`config.mk`:
```
export PLATFORM = sky130hd
export DESIGN_NAME = lcd_drive_control
export DESIGN_NICKNAME = d
export VERILOG_FILES = /design/src/pkg/lcd_drive_pkg.sv /design/src/hdl/lcd_pixel_store.sv /design/src/hdl/lcd_drive_control.sv
export VERILOG_INCLUDE_DIRS = /design/src /design/src/pkg
export SDC_FILE = /design/constraint.sdc
export NUM_CORES = 1
export LEC_CHECK = 0
export ABC_AREA = 0
export BUFFER_PORTS_ARGS = -buffer_cell sky130_fd_sc_hd__buf_2
export CORE_MARGIN = 2
export CORE_UTILIZATION = 55
export DETAILED_ROUTE_END_ITERATION = 16
export GPL_TIMING_DRIVEN = 0
export PLACE_DENSITY_LB_ADDON = 0.08
export SLEW_MARGIN = 20
export SYNTH_ARGS = -nofsm -noshare
export SYNTH_HDL_FRONTEND = slang
export SYNTH_HIERARCHICAL = 1
export SYNTH_SLANG_ARGS = --single-unit
export TNS_END_PERCENT = 50
```
`constraint.sdc`:
```
create_clock -name aclk -period 4.2 [get_ports aclk]
set_clock_uncertainty 0.15 [all_clocks]
set_input_delay 0.21 -clock aclk [delete_from_list [all_inputs] [get_ports aclk]]
set_output_delay 0.21 -clock aclk [all_outputs]
set_load 0.005 [all_outputs]
```
`src/pkg/lcd_drive_params.svh`:
```
// Purpose: offsets, field positions, reset values and timing counts of the lcd drive block
// Assumes: 32-bit aligned register words on the bus
// Notes: included by bare name
`ifndef LCD_DRIVE_PARAMS_SVH
`define LCD_DRIVE_PARAMS_SVH

// ----------------------------------------
// register offsets
// ----------------------------------------
`define OFS_CTRL 8'h00
`define OFS_PUMP 8'h04
`define OFS_STAT 8'h08
`define OFS_MEM_BASE 8'h40
`define MEM_WORDS 24

// ----------------------------------------
// control word fields
// ----------------------------------------
`define CTRL_ENABLE_BIT 0
`define CTRL_BIAS_LSB 1
`define CTRL_TYPE_BIT 7
`define CTRL_RESET 8'h00

// ----------------------------------------
// pump word fields
// ----------------------------------------
`define PUMP_PVS_LSB 0
`define PUMP_SUPPLY_BIT 3
`define PUMP_DUTY_BIT 4
`define PUMP_RESET 8'h00

// ----------------------------------------
// status word fields
// ----------------------------------------
`define STAT_DISP_RST_BIT 0
`define STAT_FLOAT_BIT 1
`define STAT_PHASE_BIT 2
`define STAT_SLOT_LSB 4
`define STAT_SLEEP_BIT 8

// ----------------------------------------
// timing
// ----------------------------------------
`define SUB_CLOCK_DIVIDE 8
`define FLOAT_HOLD_CYCLES 16

`endif

```
`src/pkg/lcd_drive_pkg.sv`:
```
// Purpose: types shared by the lcd drive block
// Assumes: nothing
// Notes: constants live in lcd_drive_params.svh
package lcd_drive_pkg;

  // drive level of a common or segment line, 1/3 bias
  typedef enum logic [1:0] {
    LVL_VSS = 2'b00,
    LVL_VC = 2'b01,
    LVL_VB = 2'b10,
    LVL_VA = 2'b11
  } level_t;

  // charge pump output level
  typedef enum logic [2:0] {
    PUMP_3V3 = 3'b000,
    PUMP_3V0 = 3'b001,
    PUMP_2V7 = 3'b010,
    PUMP_4V5 = 3'b011,
    PUMP_4V3 = 3'b100,
    PUMP_4V0 = 3'b101
  } pump_level_t;

  // register decode result
  typedef enum logic [2:0] {
    K_CTRL = 3'b000,
    K_PUMP = 3'b001,
    K_STAT = 3'b010,
    K_MEM = 3'b011,
    K_NONE = 3'b100
  } reg_kind_t;

endpackage

```
`src/hdl/lcd_pixel_store.sv`:
```
// Purpose: display memory, one word of common bits per segment line
// Assumes: single clock, contents undefined at power-on
// Notes: both read ports are registered
`timescale 1ns/10ps
module lcd_pixel_store #(
  parameter int SEGS = 24,
  parameter int COMS = 6
) (
  // clock
  input wire logic clk,
  // write port
  input wire logic wr_en,
  input wire logic [4:0] wr_addr,
  input wire logic [COMS-1:0] wr_data,
  // bus read port
  input wire logic [4:0] rd_addr,
  output logic [COMS-1:0] rd_data,
  // column read port
  input wire logic [2:0] col_sel,
  output logic [SEGS-1:0] col_bits
);

  logic [COMS-1:0] mem [SEGS];

  if (SEGS > 32 || COMS > 8)
  begin : g_chk
    $error("lcd_pixel_store: size out of range");
  end

  always_ff @(posedge clk)
  begin
    if (wr_en && (int'(wr_addr) < SEGS))
    begin
      mem[wr_addr] <= wr_data;
    end
  end

  always_ff @(posedge clk)
  begin
    rd_data <= (int'(rd_addr) < SEGS) ? mem[rd_addr] : '0;
  end

  // one bit per segment for the active common line
  always_ff @(posedge clk)
  begin
    for (int s = 0; s < SEGS; s++)
    begin
      col_bits[s] <= (int'(col_sel) < COMS) ? mem[s][col_sel] : 1'b0;
    end
  end

endmodule

```
`src/hdl/lcd_drive_control.sv`:
```
// Purpose: segment lcd drive control with axi4-lite registers
// Assumes: aclk 20 MHz, sub_clock is a slow asynchronous pin
// Notes: line levels are codes for the analog bias switches
//
// Summary of operation
// - supply select 0 takes panel power from the pin, pump code ignored.
// - pump codes 000, 110, 111 give 3.3V.
// - pump codes 010, 011, 101 give 2.7V, 4.5V, 4.0V.
// - lines use four levels: ground, full, two thirds, one third.
// - bias network current path off while display disabled.
// - display reset is not-enable OR sleep.
// - sleep resets display even with enable set.
// - device reset floats all lines for the reset duration plus FLOAT_HOLD cycles.
// - outside device reset, lines low when disabled or sleeping.
// - watchdog reset in idle or sleep does not float lines.
// - duty sets common line count and slots per frame.
// - two waveform types; second type has lower frequency.
// - waveforms keep net dc across every pixel at zero.
// - enable zero drives all lines to ground, blank display.
// - enable resets to zero at power-on.
// - display clock is sub clock divided by 8.
// - duty bit 0 gives four commons, 1 gives six.
// - pump codes 001 and 100 give 3.0V and 4.3V.
// - memory bit 1 turns pixel on; writes show at once.
`timescale 1ns/10ps
`include "lcd_drive_params.svh"
module lcd_drive_control #(
  parameter int SEG_LINES = 24,
  parameter int COM_LINES = 6,
  parameter int FLOAT_HOLD = `FLOAT_HOLD_CYCLES
) (
  // clock and reset
  input wire logic aclk,
  input wire logic aresetn,
  // axi4-lite write
  input wire logic [7:0] awaddr,
  input wire logic awvalid,
  output logic awready,
  input wire logic [31:0] wdata,
  input wire logic [3:0] wstrb,
  input wire logic wvalid,
  output logic wready,
  output logic [1:0] bresp,
  output logic bvalid,
  input wire logic bready,
  // axi4-lite read
  input wire logic [7:0] araddr,
  input wire logic arvalid,
  output logic arready,
  output logic [31:0] rdata,
  output logic [1:0] rresp,
  output logic rvalid,
  input wire logic rready,
  // system pins
  input wire logic sub_clock,
  input wire logic sleep_mode,
  input wire logic device_reset,
  input wire logic wdt_low_power_reset,
  // panel lines
  output logic [2*COM_LINES-1:0] com_level,
  output logic [2*SEG_LINES-1:0] seg_level,
  output logic drive_oe,
  // analog controls
  output logic bias_path_on,
  output logic [1:0] bias_current_select,
  output logic pump_enable,
  output lcd_drive_pkg::pump_level_t pump_level,
  output logic panel_from_pin
);

  if (SEG_LINES != `MEM_WORDS || COM_LINES != 6 || FLOAT_HOLD < 1 || FLOAT_HOLD > 255)
  begin : g_chk
    $error("lcd_drive_control: unsupported parameters");
  end

  // ----------------------------------------
  // decode helpers
  // ----------------------------------------
  function automatic lcd_drive_pkg::reg_kind_t decode(input logic [7:0] a);
    logic [7:0] top;
    top = 8'(`OFS_MEM_BASE + 4 * `MEM_WORDS);
    if (a[1:0] != 2'h0) return lcd_drive_pkg::K_NONE;
    if (a == `OFS_CTRL) return lcd_drive_pkg::K_CTRL;
    if (a == `OFS_PUMP) return lcd_drive_pkg::K_PUMP;
    if (a == `OFS_STAT) return lcd_drive_pkg::K_STAT;
    if (a >= `OFS_MEM_BASE && a < top) return lcd_drive_pkg::K_MEM;
    return lcd_drive_pkg::K_NONE;
  endfunction

  function automatic logic [4:0] mem_index(input logic [7:0] a);
    logic [7:0] d;
    d = a - `OFS_MEM_BASE;
    return d[6:2];
  endfunction

  function automatic lcd_drive_pkg::pump_level_t pump_decode(input logic [2:0] c);
    case (c)
      3'h1: return lcd_drive_pkg::PUMP_3V0;
      3'h2: return lcd_drive_pkg::PUMP_2V7;
      3'h3: return lcd_drive_pkg::PUMP_4V5;
      3'h4: return lcd_drive_pkg::PUMP_4V3;
      3'h5: return lcd_drive_pkg::PUMP_4V0;
      default: return lcd_drive_pkg::PUMP_3V3;
    endcase
  endfunction

  // selected common full swing, others one third from the rail
  function automatic lcd_drive_pkg::level_t com_drive(input logic sel, input logic ph);
    if (sel) return ph ? lcd_drive_pkg::LVL_VSS : lcd_drive_pkg::LVL_VA;
    return ph ? lcd_drive_pkg::LVL_VB : lcd_drive_pkg::LVL_VC;
  endfunction

  // on pixel sits opposite the selected common, off pixel at one third
  function automatic lcd_drive_pkg::level_t seg_drive(input logic on, input logic ph);
    if (on) return ph ? lcd_drive_pkg::LVL_VA : lcd_drive_pkg::LVL_VSS;
    return ph ? lcd_drive_pkg::LVL_VC : lcd_drive_pkg::LVL_VB;
  endfunction

  // ----------------------------------------
  // pin synchronisers
  // ----------------------------------------
  logic [3:0] pin_meta;
  logic [3:0] pin_sync;
  logic sub_prev;

  always_ff @(posedge aclk)
  begin
    if (!aresetn)
    begin
      pin_meta <= 4'h0;
      pin_sync <= 4'h0;
      sub_prev <= 1'b0;
    end
    else
    begin
      pin_meta <= {wdt_low_power_reset, device_reset, sleep_mode, sub_clock};
      pin_sync <= pin_meta;
      sub_prev <= pin_sync[0];
    end
  end

  logic sleep_s;
  logic mcu_rst;
  assign sleep_s = pin_sync[1];
  assign mcu_rst = pin_sync[2] && !pin_sync[3];

  // ----------------------------------------
  // registers
  // ----------------------------------------
  logic enable;
  logic type_b;
  logic duty6;
  logic supply_source_select;
  logic [2:0] pump_voltage_select;
  logic [7:0] aw_q;
  logic [31:0] w_q;
  logic [3:0] wstrb_q;
  logic commit;
  lcd_drive_pkg::reg_kind_t wr_kind;

  assign commit = !awready && !wready && !bvalid;
  assign wr_kind = decode(aw_q);

  always_ff @(posedge aclk)
  begin
    if (!aresetn || mcu_rst)
    begin
      enable <= 1'b0;
      type_b <= 1'b0;
      bias_current_select <= 2'h0;
      duty6 <= 1'b0;
      supply_source_select <= 1'b0;
      pump_voltage_select <= 3'h0;
    end
    else if (commit && wstrb_q[0])
    begin
      if (wr_kind == lcd_drive_pkg::K_CTRL)
      begin
        enable <= w_q[`CTRL_ENABLE_BIT];
        type_b <= w_q[`CTRL_TYPE_BIT];
        bias_current_select <= w_q[`CTRL_BIAS_LSB +: 2];
      end
      if (wr_kind == lcd_drive_pkg::K_PUMP)
      begin
        duty6 <= w_q[`PUMP_DUTY_BIT];
        supply_source_select <= w_q[`PUMP_SUPPLY_BIT];
        pump_voltage_select <= w_q[`PUMP_PVS_LSB +: 3];
      end
    end
  end

  // ----------------------------------------
  // axi4-lite write channel
  // ----------------------------------------
  always_ff @(posedge aclk)
  begin
    if (!aresetn)
    begin
      awready <= 1'b1;
      wready <= 1'b1;
      bvalid <= 1'b0;
      bresp <= 2'h0;
      aw_q <= 8'h00;
      w_q <= 32'h0;
      wstrb_q <= 4'h0;
    end
    else
    begin
      if (awvalid && awready)
      begin
        aw_q <= awaddr;
        awready <= 1'b0;
      end
      if (wvalid && wready)
      begin
        w_q <= wdata;
        wstrb_q <= wstrb;
        wready <= 1'b0;
      end
      if (commit)
      begin
        bvalid <= 1'b1;
        bresp <= (wr_kind == lcd_drive_pkg::K_NONE) ? 2'h2 : 2'h0;
      end
      if (bvalid && bready)
      begin
        bvalid <= 1'b0;
        awready <= 1'b1;
        wready <= 1'b1;
      end
    end
  end

  // ----------------------------------------
  // axi4-lite read channel
  // ----------------------------------------
  logic rd_pend;
  lcd_drive_pkg::reg_kind_t rd_kind;
  logic [COM_LINES-1:0] mem_rd;
  logic [SEG_LINES-1:0] column;
  logic disp_rst;
  logic floating;
  logic phase;
  logic [2:0] slot;
  logic [31:0] stat_word;

  always_comb
  begin
    stat_word = 32'h0;
    stat_word[`STAT_DISP_RST_BIT] = disp_rst;
    stat_word[`STAT_FLOAT_BIT] = floating;
    stat_word[`STAT_PHASE_BIT] = phase;
    stat_word[`STAT_SLOT_LSB +: 3] = slot;
    stat_word[`STAT_SLEEP_BIT] = sleep_s;
  end

  always_ff @(posedge aclk)
  begin
    if (!aresetn)
    begin
      arready <= 1'b1;
      rd_pend <= 1'b0;
      rd_kind <= lcd_drive_pkg::K_NONE;
      rvalid <= 1'b0;
      rdata <= 32'h0;
      rresp <= 2'h0;
    end
    else
    begin
      if (arvalid && arready)
      begin
        arready <= 1'b0;
        rd_pend <= 1'b1;
        rd_kind <= decode(araddr);
      end
      if (rd_pend)
      begin
        rd_pend <= 1'b0;
        rvalid <= 1'b1;
        rresp <= (rd_kind == lcd_drive_pkg::K_NONE) ? 2'h2 : 2'h0;
        case (rd_kind)
          lcd_drive_pkg::K_CTRL: rdata <= {24'h0, type_b, 4'h0, bias_current_select, enable};
          lcd_drive_pkg::K_PUMP: rdata <= {27'h0, duty6, supply_source_select,
                                           pump_voltage_select};
          lcd_drive_pkg::K_STAT: rdata <= stat_word;
          lcd_drive_pkg::K_MEM: rdata <= {26'h0, mem_rd[5:4] & {2{duty6}}, mem_rd[3:0]};
          default: rdata <= 32'h0;
        endcase
      end
      if (rvalid && rready)
      begin
        rvalid <= 1'b0;
        arready <= 1'b1;
      end
    end
  end

  // ----------------------------------------
  // display memory
  // ----------------------------------------
  lcd_pixel_store #(
    .SEGS(SEG_LINES),
    .COMS(COM_LINES)
  ) u_store (
    .clk(aclk),
    .wr_en(commit && wstrb_q[0] && wr_kind == lcd_drive_pkg::K_MEM),
    .wr_addr(mem_index(aw_q)),
    .wr_data(w_q[COM_LINES-1:0]),
    .rd_addr(mem_index(araddr)),
    .rd_data(mem_rd),
    .col_sel(slot),
    .col_bits(column)
  );

  // ----------------------------------------
  // reset and float control
  // ----------------------------------------
  logic [7:0] float_cnt;

  assign disp_rst = !enable || sleep_s;
  assign floating = mcu_rst || float_cnt != 8'h00;

  always_ff @(posedge aclk)
  begin
    if (!aresetn)
      float_cnt <= 8'h00;
    else if (mcu_rst)
      float_cnt <= 8'(FLOAT_HOLD);
    else if (float_cnt != 8'h00)
      float_cnt <= float_cnt - 8'h01;
  end

  // ----------------------------------------
  // display clock and slot sequencing
  // ----------------------------------------
  logic [2:0] div_cnt;
  logic sub_rise;
  logic tick;
  logic [2:0] slot_max;

  assign sub_rise = pin_sync[0] && !sub_prev;
  assign tick = sub_rise && div_cnt == 3'(`SUB_CLOCK_DIVIDE - 1);
  assign slot_max = duty6 ? 3'h5 : 3'h3;

  always_ff @(posedge aclk)
  begin
    if (!aresetn)
      div_cnt <= 3'h0;
    else if (sub_rise)
      div_cnt <= div_cnt + 3'h1;
  end

  always_ff @(posedge aclk)
  begin
    if (!aresetn || disp_rst)
    begin
      slot <= 3'h0;
      phase <= 1'b0;
    end
    else if (slot > slot_max)
    begin
      // duty shrank under a running frame: wrap now, as a type b wrap would
      slot <= 3'h0;
      phase <= !phase;
    end
    else if (tick)
    begin
      if (type_b)
      begin
        if (slot >= slot_max)
        begin
          slot <= 3'h0;
          phase <= !phase;
        end
        else
          slot <= slot + 3'h1;
      end
      else if (!phase)
        phase <= 1'b1;
      else
      begin
        phase <= 1'b0;
        slot <= (slot >= slot_max) ? 3'h0 : slot + 3'h1;
      end
    end
  end

  // ----------------------------------------
  // line levels
  // ----------------------------------------
  logic [2:0] slot_q;
  logic phase_q;
  logic [2*COM_LINES-1:0] next_com;
  logic [2*SEG_LINES-1:0] next_seg;

  always_comb
  begin
    next_com = '0;
    next_seg = '0;
    if (!disp_rst)
    begin
      for (int c = 0; c < COM_LINES; c++)
      begin
        if (c <= int'(slot_max))
          next_com[2*c +: 2] = com_drive(3'(c) == slot_q, phase_q);
      end
      for (int s = 0; s < SEG_LINES; s++)
      begin
        if (!duty6 || s < SEG_LINES - 2)
          next_seg[2*s +: 2] = seg_drive(column[s], phase_q);
      end
    end
  end

  always_ff @(posedge aclk)
  begin
    if (!aresetn)
    begin
      slot_q <= 3'h0;
      phase_q <= 1'b0;
      com_level <= '0;
      seg_level <= '0;
      drive_oe <= 1'b0;
      bias_path_on <= 1'b0;
    end
    else
    begin
      slot_q <= slot;
      phase_q <= phase;
      com_level <= next_com;
      seg_level <= next_seg;
      drive_oe <= !floating;
      bias_path_on <= !disp_rst;
    end
  end

  // ----------------------------------------
  // supply selection
  // ----------------------------------------
  always_ff @(posedge aclk)
  begin
    if (!aresetn)
    begin
      pump_enable <= 1'b0;
      panel_from_pin <= 1'b1;
      pump_level <= lcd_drive_pkg::PUMP_3V3;
    end
    else
    begin
      pump_enable <= supply_source_select;
      panel_from_pin <= !supply_source_select;
      pump_level <= pump_decode(pump_voltage_select);
    end
  end

  // ----------------------------------------
  // assertions
  // ----------------------------------------
  property p_pin_supply;
    @(posedge aclk) disable iff (!aresetn) !supply_source_select |=> panel_from_pin && !pump_enable;
  endproperty
  a_pin_supply: assert property (p_pin_supply) else $error("pin supply not selected");

  property p_pump_default;
    @(posedge aclk) disable iff (!aresetn)
      (pump_voltage_select inside {3'h0, 3'h6, 3'h7}) |=> pump_level == lcd_drive_pkg::PUMP_3V3;
  endproperty
  a_pump_default: assert property (p_pump_default) else $error("pump not 3.3V");

  property p_pump_mid;
    @(posedge aclk) disable iff (!aresetn)
      (pump_voltage_select == 3'h3) |=> pump_level == lcd_drive_pkg::PUMP_4V5;
  endproperty
  a_pump_mid: assert property (p_pump_mid) else $error("pump not 4.5V");

  property p_pump_low;
    @(posedge aclk) disable iff (!aresetn)
      (pump_voltage_select == 3'h1) |=> pump_level == lcd_drive_pkg::PUMP_3V0;
  endproperty
  a_pump_low: assert property (p_pump_low) else $error("pump not 3.0V");

  property p_bias_off;
    @(posedge aclk) disable iff (!aresetn) !enable |=> !bias_path_on;
  endproperty
  a_bias_off: assert property (p_bias_off) else $error("bias path on while disabled");

  property p_sleep_low;
    @(posedge aclk) disable iff (!aresetn)
      sleep_s && !floating |=> drive_oe && com_level == '0 && seg_level == '0;
  endproperty
  a_sleep_low: assert property (p_sleep_low) else $error("lines not low in sleep");

  property p_float;
    @(posedge aclk) disable iff (!aresetn) mcu_rst |=> !drive_oe [*2];
  endproperty
  a_float: assert property (p_float) else $error("lines driven in device reset");

  property p_wdt_excluded;
    @(posedge aclk) disable iff (!aresetn)
      pin_sync[3] && float_cnt == 8'h00 |=> drive_oe;
  endproperty
  a_wdt_excluded: assert property (p_wdt_excluded) else $error("watchdog floated lines");

  property p_slot_range;
    @(posedge aclk) disable iff (!aresetn)
      slot <= 3'h5 && (duty6 || slot <= 3'h3 || $changed(duty6));
  endproperty
  a_slot_range: assert property (p_slot_range) else $error("slot out of duty range");

  property p_hold_start;
    @(posedge aclk) disable iff (!aresetn) disp_rst |=> slot == 3'h0 && !phase;
  endproperty
  a_hold_start: assert property (p_hold_start) else $error("slot ran in display reset");

  property p_type_b_flip;
    @(posedge aclk) disable iff (!aresetn)
      tick && type_b && !disp_rst && slot >= slot_max ##1 !disp_rst |-> phase != $past(phase);
  endproperty
  a_type_b_flip: assert property (p_type_b_flip) else $error("frame polarity not flipped");

endmodule

```
==> results by group <==
Worst hold path
  – Worst Hold Class: input port to flop
  – Worst Hold Launch: araddr[1]
  – Worst hold endpoint: rd_kind[0]
  – Hold Crit Depth: 5

Logic synthesis
  – Yosys reg bits: 292
  – Synth warnings: 6
  – Post-Syn Area: 12500 sq um
  – Post-synthesis compound-gate area fraction: 0.0650
  – Post-Synth Simple-Gate Area: 0.105
  – Cell count after synthesis: 1008
  – Synth Area in Adders: 0.0218
  – Mux share of post-synthesis cell area: 0.140
  – Async SR Flop Fraction: 0
  – Sequential share of the synthesized area: 0.583
  – XOR/XNOR Fraction of Synth Area: 0.0203
  – Post-synth top flop: dfxtp_1
  – Largest family of logic cells by synthesized area: multiplexers
  – Number of flops mapped to enable cells by yosys: 144
  – Yosys cell types: 62
  – Avg Cell Area, Syn: 12.4 sq um

Route
  – Via count: 8398
  – Router iterations before antenna repair: 6
  – DRC: 0
  – Avg Vias per Cell: 5.46
  – Total routed wirelength: 28100 microns
  – ANT nets after route: 0
  – Initial drt markers: 612
  – WL per Instance: 18.3 microns

Worst setup path
  – Worst R2R Path Depth: 7
  – CP required: 4.23 ns
  – Setup CP Type: flop to flop
  – Worst endpoint data arrival time: 2.80 ns
  – Crit Reg-Reg Startpoint: bvalid
  – Worst r2r dst: u_store/mem[12][1]
  – CP Capture Type: flop
  – Worst-path maximum fanout: 6
  – R2R setup slack: 1.43 ns
  – CP Launch Type: flop
  – Crit path launch: bvalid

Layout
  – Multi-input gate area in the final layout: 4500 sq um
  – Final Net Count: 1314
  – Non-filler cells, final: 1539
  – Reg area: 7290 sq um
  – Area grow syn2layout: 20.2%
  – FILL cells: 1678
  – Layout cells sized above 1: 0.217
  – Diode count: 0

CTS
  – Worst-case clock buffer depth: 3
  – Postcts setup bufs: 0
  – Hold buffers post-CTS: 49
  – Post_cts resized: 0
  – Clock latency at the later pin of the worst-skew pair: 0.55 ns
  – CTS H-tree depth: 1
  – CTS tree: yes
  – Inserted Clock Buffers: 30
  – Num Clock Sinks: 292
  – Clock Tree Root: clkbuf_16
  – Reg clk slew, reported paths: 0.06 ns

Power
  – Leak: 0.00627 uW
  – Power Density: 416 nW/um^2
  – Total power: 6260 uW
  – Peak supply drop: 0.299 mV

Global routing
  – Vias in the first global route: 7985
  – First-pass GRT wire length: 43500 microns
  – Initial antenna violation count: 0
  – Pin count of the biggest net entering global routing: 28
  – Grt total ovfl: 0
  – Total GRT Usage: 0.234

STA
  – Setup TNS: 0 ns
  – RSZ-0062 raised after global routing: false
  – Final worst path period share: 0.659
  – Rel. slew slack: 0.279
  – Final setup viols: 0
  – Tmin final: 2.77 ns
  – Hold Vio Cnt, Final: 0
  – Final Max Tran Viols: 0
  – Worst slew pin tran: 1.08 ns
  – Fmax: 361 MHz

Floorplanning
  – Die height: 155 microns
  – Core area: 22500 sq um
  – Io pins: 173
  – Starting Density: 0.556
  – Die area: 24000 sq um
  – Row cnt: 55
  – Die Wd: 155 microns

Place
  – HPWL after detailed placement: 19700 microns
  – Placer congestion estimate: 0.871
  – # port buffers: 117
  – Placed Cells incl. Taps: 1434

Outcome
  – Status: completed

Run
  – MaxCap Viol Count: 0
[report_power, final]
part / switching, uW / internal (uW) / leakage, uW
Sequential: 79.2 / 3050 / 0.00264
Clock: 1050 / 1580 / 0.000478
Combinational: 253 / 245 / 0.00315
Total: 1380 / 4870 / 0.00627
[critical path: stages, from the launching register on]
cell and delay, ns:
dfxtp_1 0.34, nor3_2 0.36, nand2_1 0.10, nor2_1 0.10
a21boi_0 0.31, nor2b_1 0.21, nand2b_1 0.25, nor2_1 0.56
[layout by cell type (no fill, tap or decap), types with 4 or more instances in the layout]
master,n
a31oi_1,5
nand3b_1,8
and2_1,22
dlygate4sd3_1,49
buf_6,4
nand3_1,38
o21ai_0,8
ha_1,21
nand4_1,4
a22oi_1,23
nand2_1,39
xor2_1,24
mux4_2,28
nand2b_1,11
buf_1,5
conb_1,25
nor2_1,109
edfxtp_1,144
mux2i_1,87
dfxtp_2,4
buf_2,126
clkbuf_1,24
a21oi_1,31
and3_1,5
nor3_1,12
nor2b_1,10
clkbuf_16,31
o211ai_1,7
clkinv_1,12
xnor2_1,5
bufinv_16,4
o22ai_1,26
inv_1,49
dfxtp_1,144
mux4_1,9
buf_4,51
[kinds of logic (layout without fill, tap and decap cells)]
kind of cell	after synthesis	in the layout
fa+ha+maj	22	22
compound gates	122	122
xor+xnor	29	29
other cells	1	25
flops	292	292
simple gates	272	272
buf+inv	145	367
mux	125	125
[stage by stage]
stage                     hold WS [ns]  setup slack (ns)  cell area, sq um   util
after CTS                      0.00913              1.45             15000  0.668
after global placement           0.266              1.55             13500  0.602
after detailed placement         0.268              1.48             13500  0.602
after floorplan                  0.160              2.02             12600      -
final                           0.0155              1.43             15000  0.668
after global routing            0.0590              1.26             15000  0.668
[synthesized netlist by cell type (3+ instances only)]
master	n	area [sq um]
a21oi_1	31	155
and3_1	5	31.3
dfxtp_1	148	2960
mux4_2	28	631
nand3b_1	8	60.1
a31oi_1	5	31.3
o21ai_0	8	40.0
edfxtp_1	144	4320
buf_1	5	18.8
a22oi_1	23	173
nand4_1	4	25.0
and2_1	22	138
nor3_1	12	60.1
nand2b_1	11	68.8
ha_1	21	263
o211ai_1	7	52.6
or3_1	3	18.8
a32oi_1	3	26.3
xor2_1	24	210
buf_6	4	45.0
mux2i_1	87	871
mux4_1	9	236
nand2_1	39	146
or3b_2	3	26.3
buf_2	9	45.0
buf_4	51	383
inv_1	49	184
o22ai_1	26	163
nor2_1	109	409
clkbuf_1	22	82.6
nand3_1	38	190
xnor2_1	5	43.8
nor2b_1	10	62.6
[worst max path at each step]
stage                          to  slack (ns)  depth (start not counted)
2_1_floorplan   u_store/mem[0][0]        2.02                          7
3_3_place_gp    u_store/mem[5][3]        1.55                          7
3_5_place_dp   u_store/mem[12][2]        1.48                          7
4_1_cts        u_store/mem[12][3]        1.45                          7
5_1_grt         u_store/mem[2][4]        1.26                          6
6_report       u_store/mem[12][1]        1.43                          7
[state kept, by name (all words and copies together) (netlist names), 7 cells and up]
register,cells
aw_q,8
com_level,12
float_cnt,8
rdata,9
seg_level,26
u_store/col_bits,24
u_store/mem,144
w_q,7
[per-layer routing]
metal	share of wire	global-route usage	vias to the layer above	wire length (microns)
li1	-	-	4020	-
met5	0	0	-	0
met2	0.47	0.387	333	13200
met4	0.024	0.0675	0	680
met1	0.43	0.315	4002	12100
met3	0.077	0.0485	43	2160
[layout make-up]
cell class              instances  area share
flip-flops and latches        292       0.485
multi-input cells             595       0.299
repair buffers                166      0.0716
clock buffers                  33      0.0521
plain buffers                  94      0.0414
well taps                     285      0.0237
clock inverters                23      0.0141
inverters                      51      0.0127
Power figures use the tool's default switching activity.
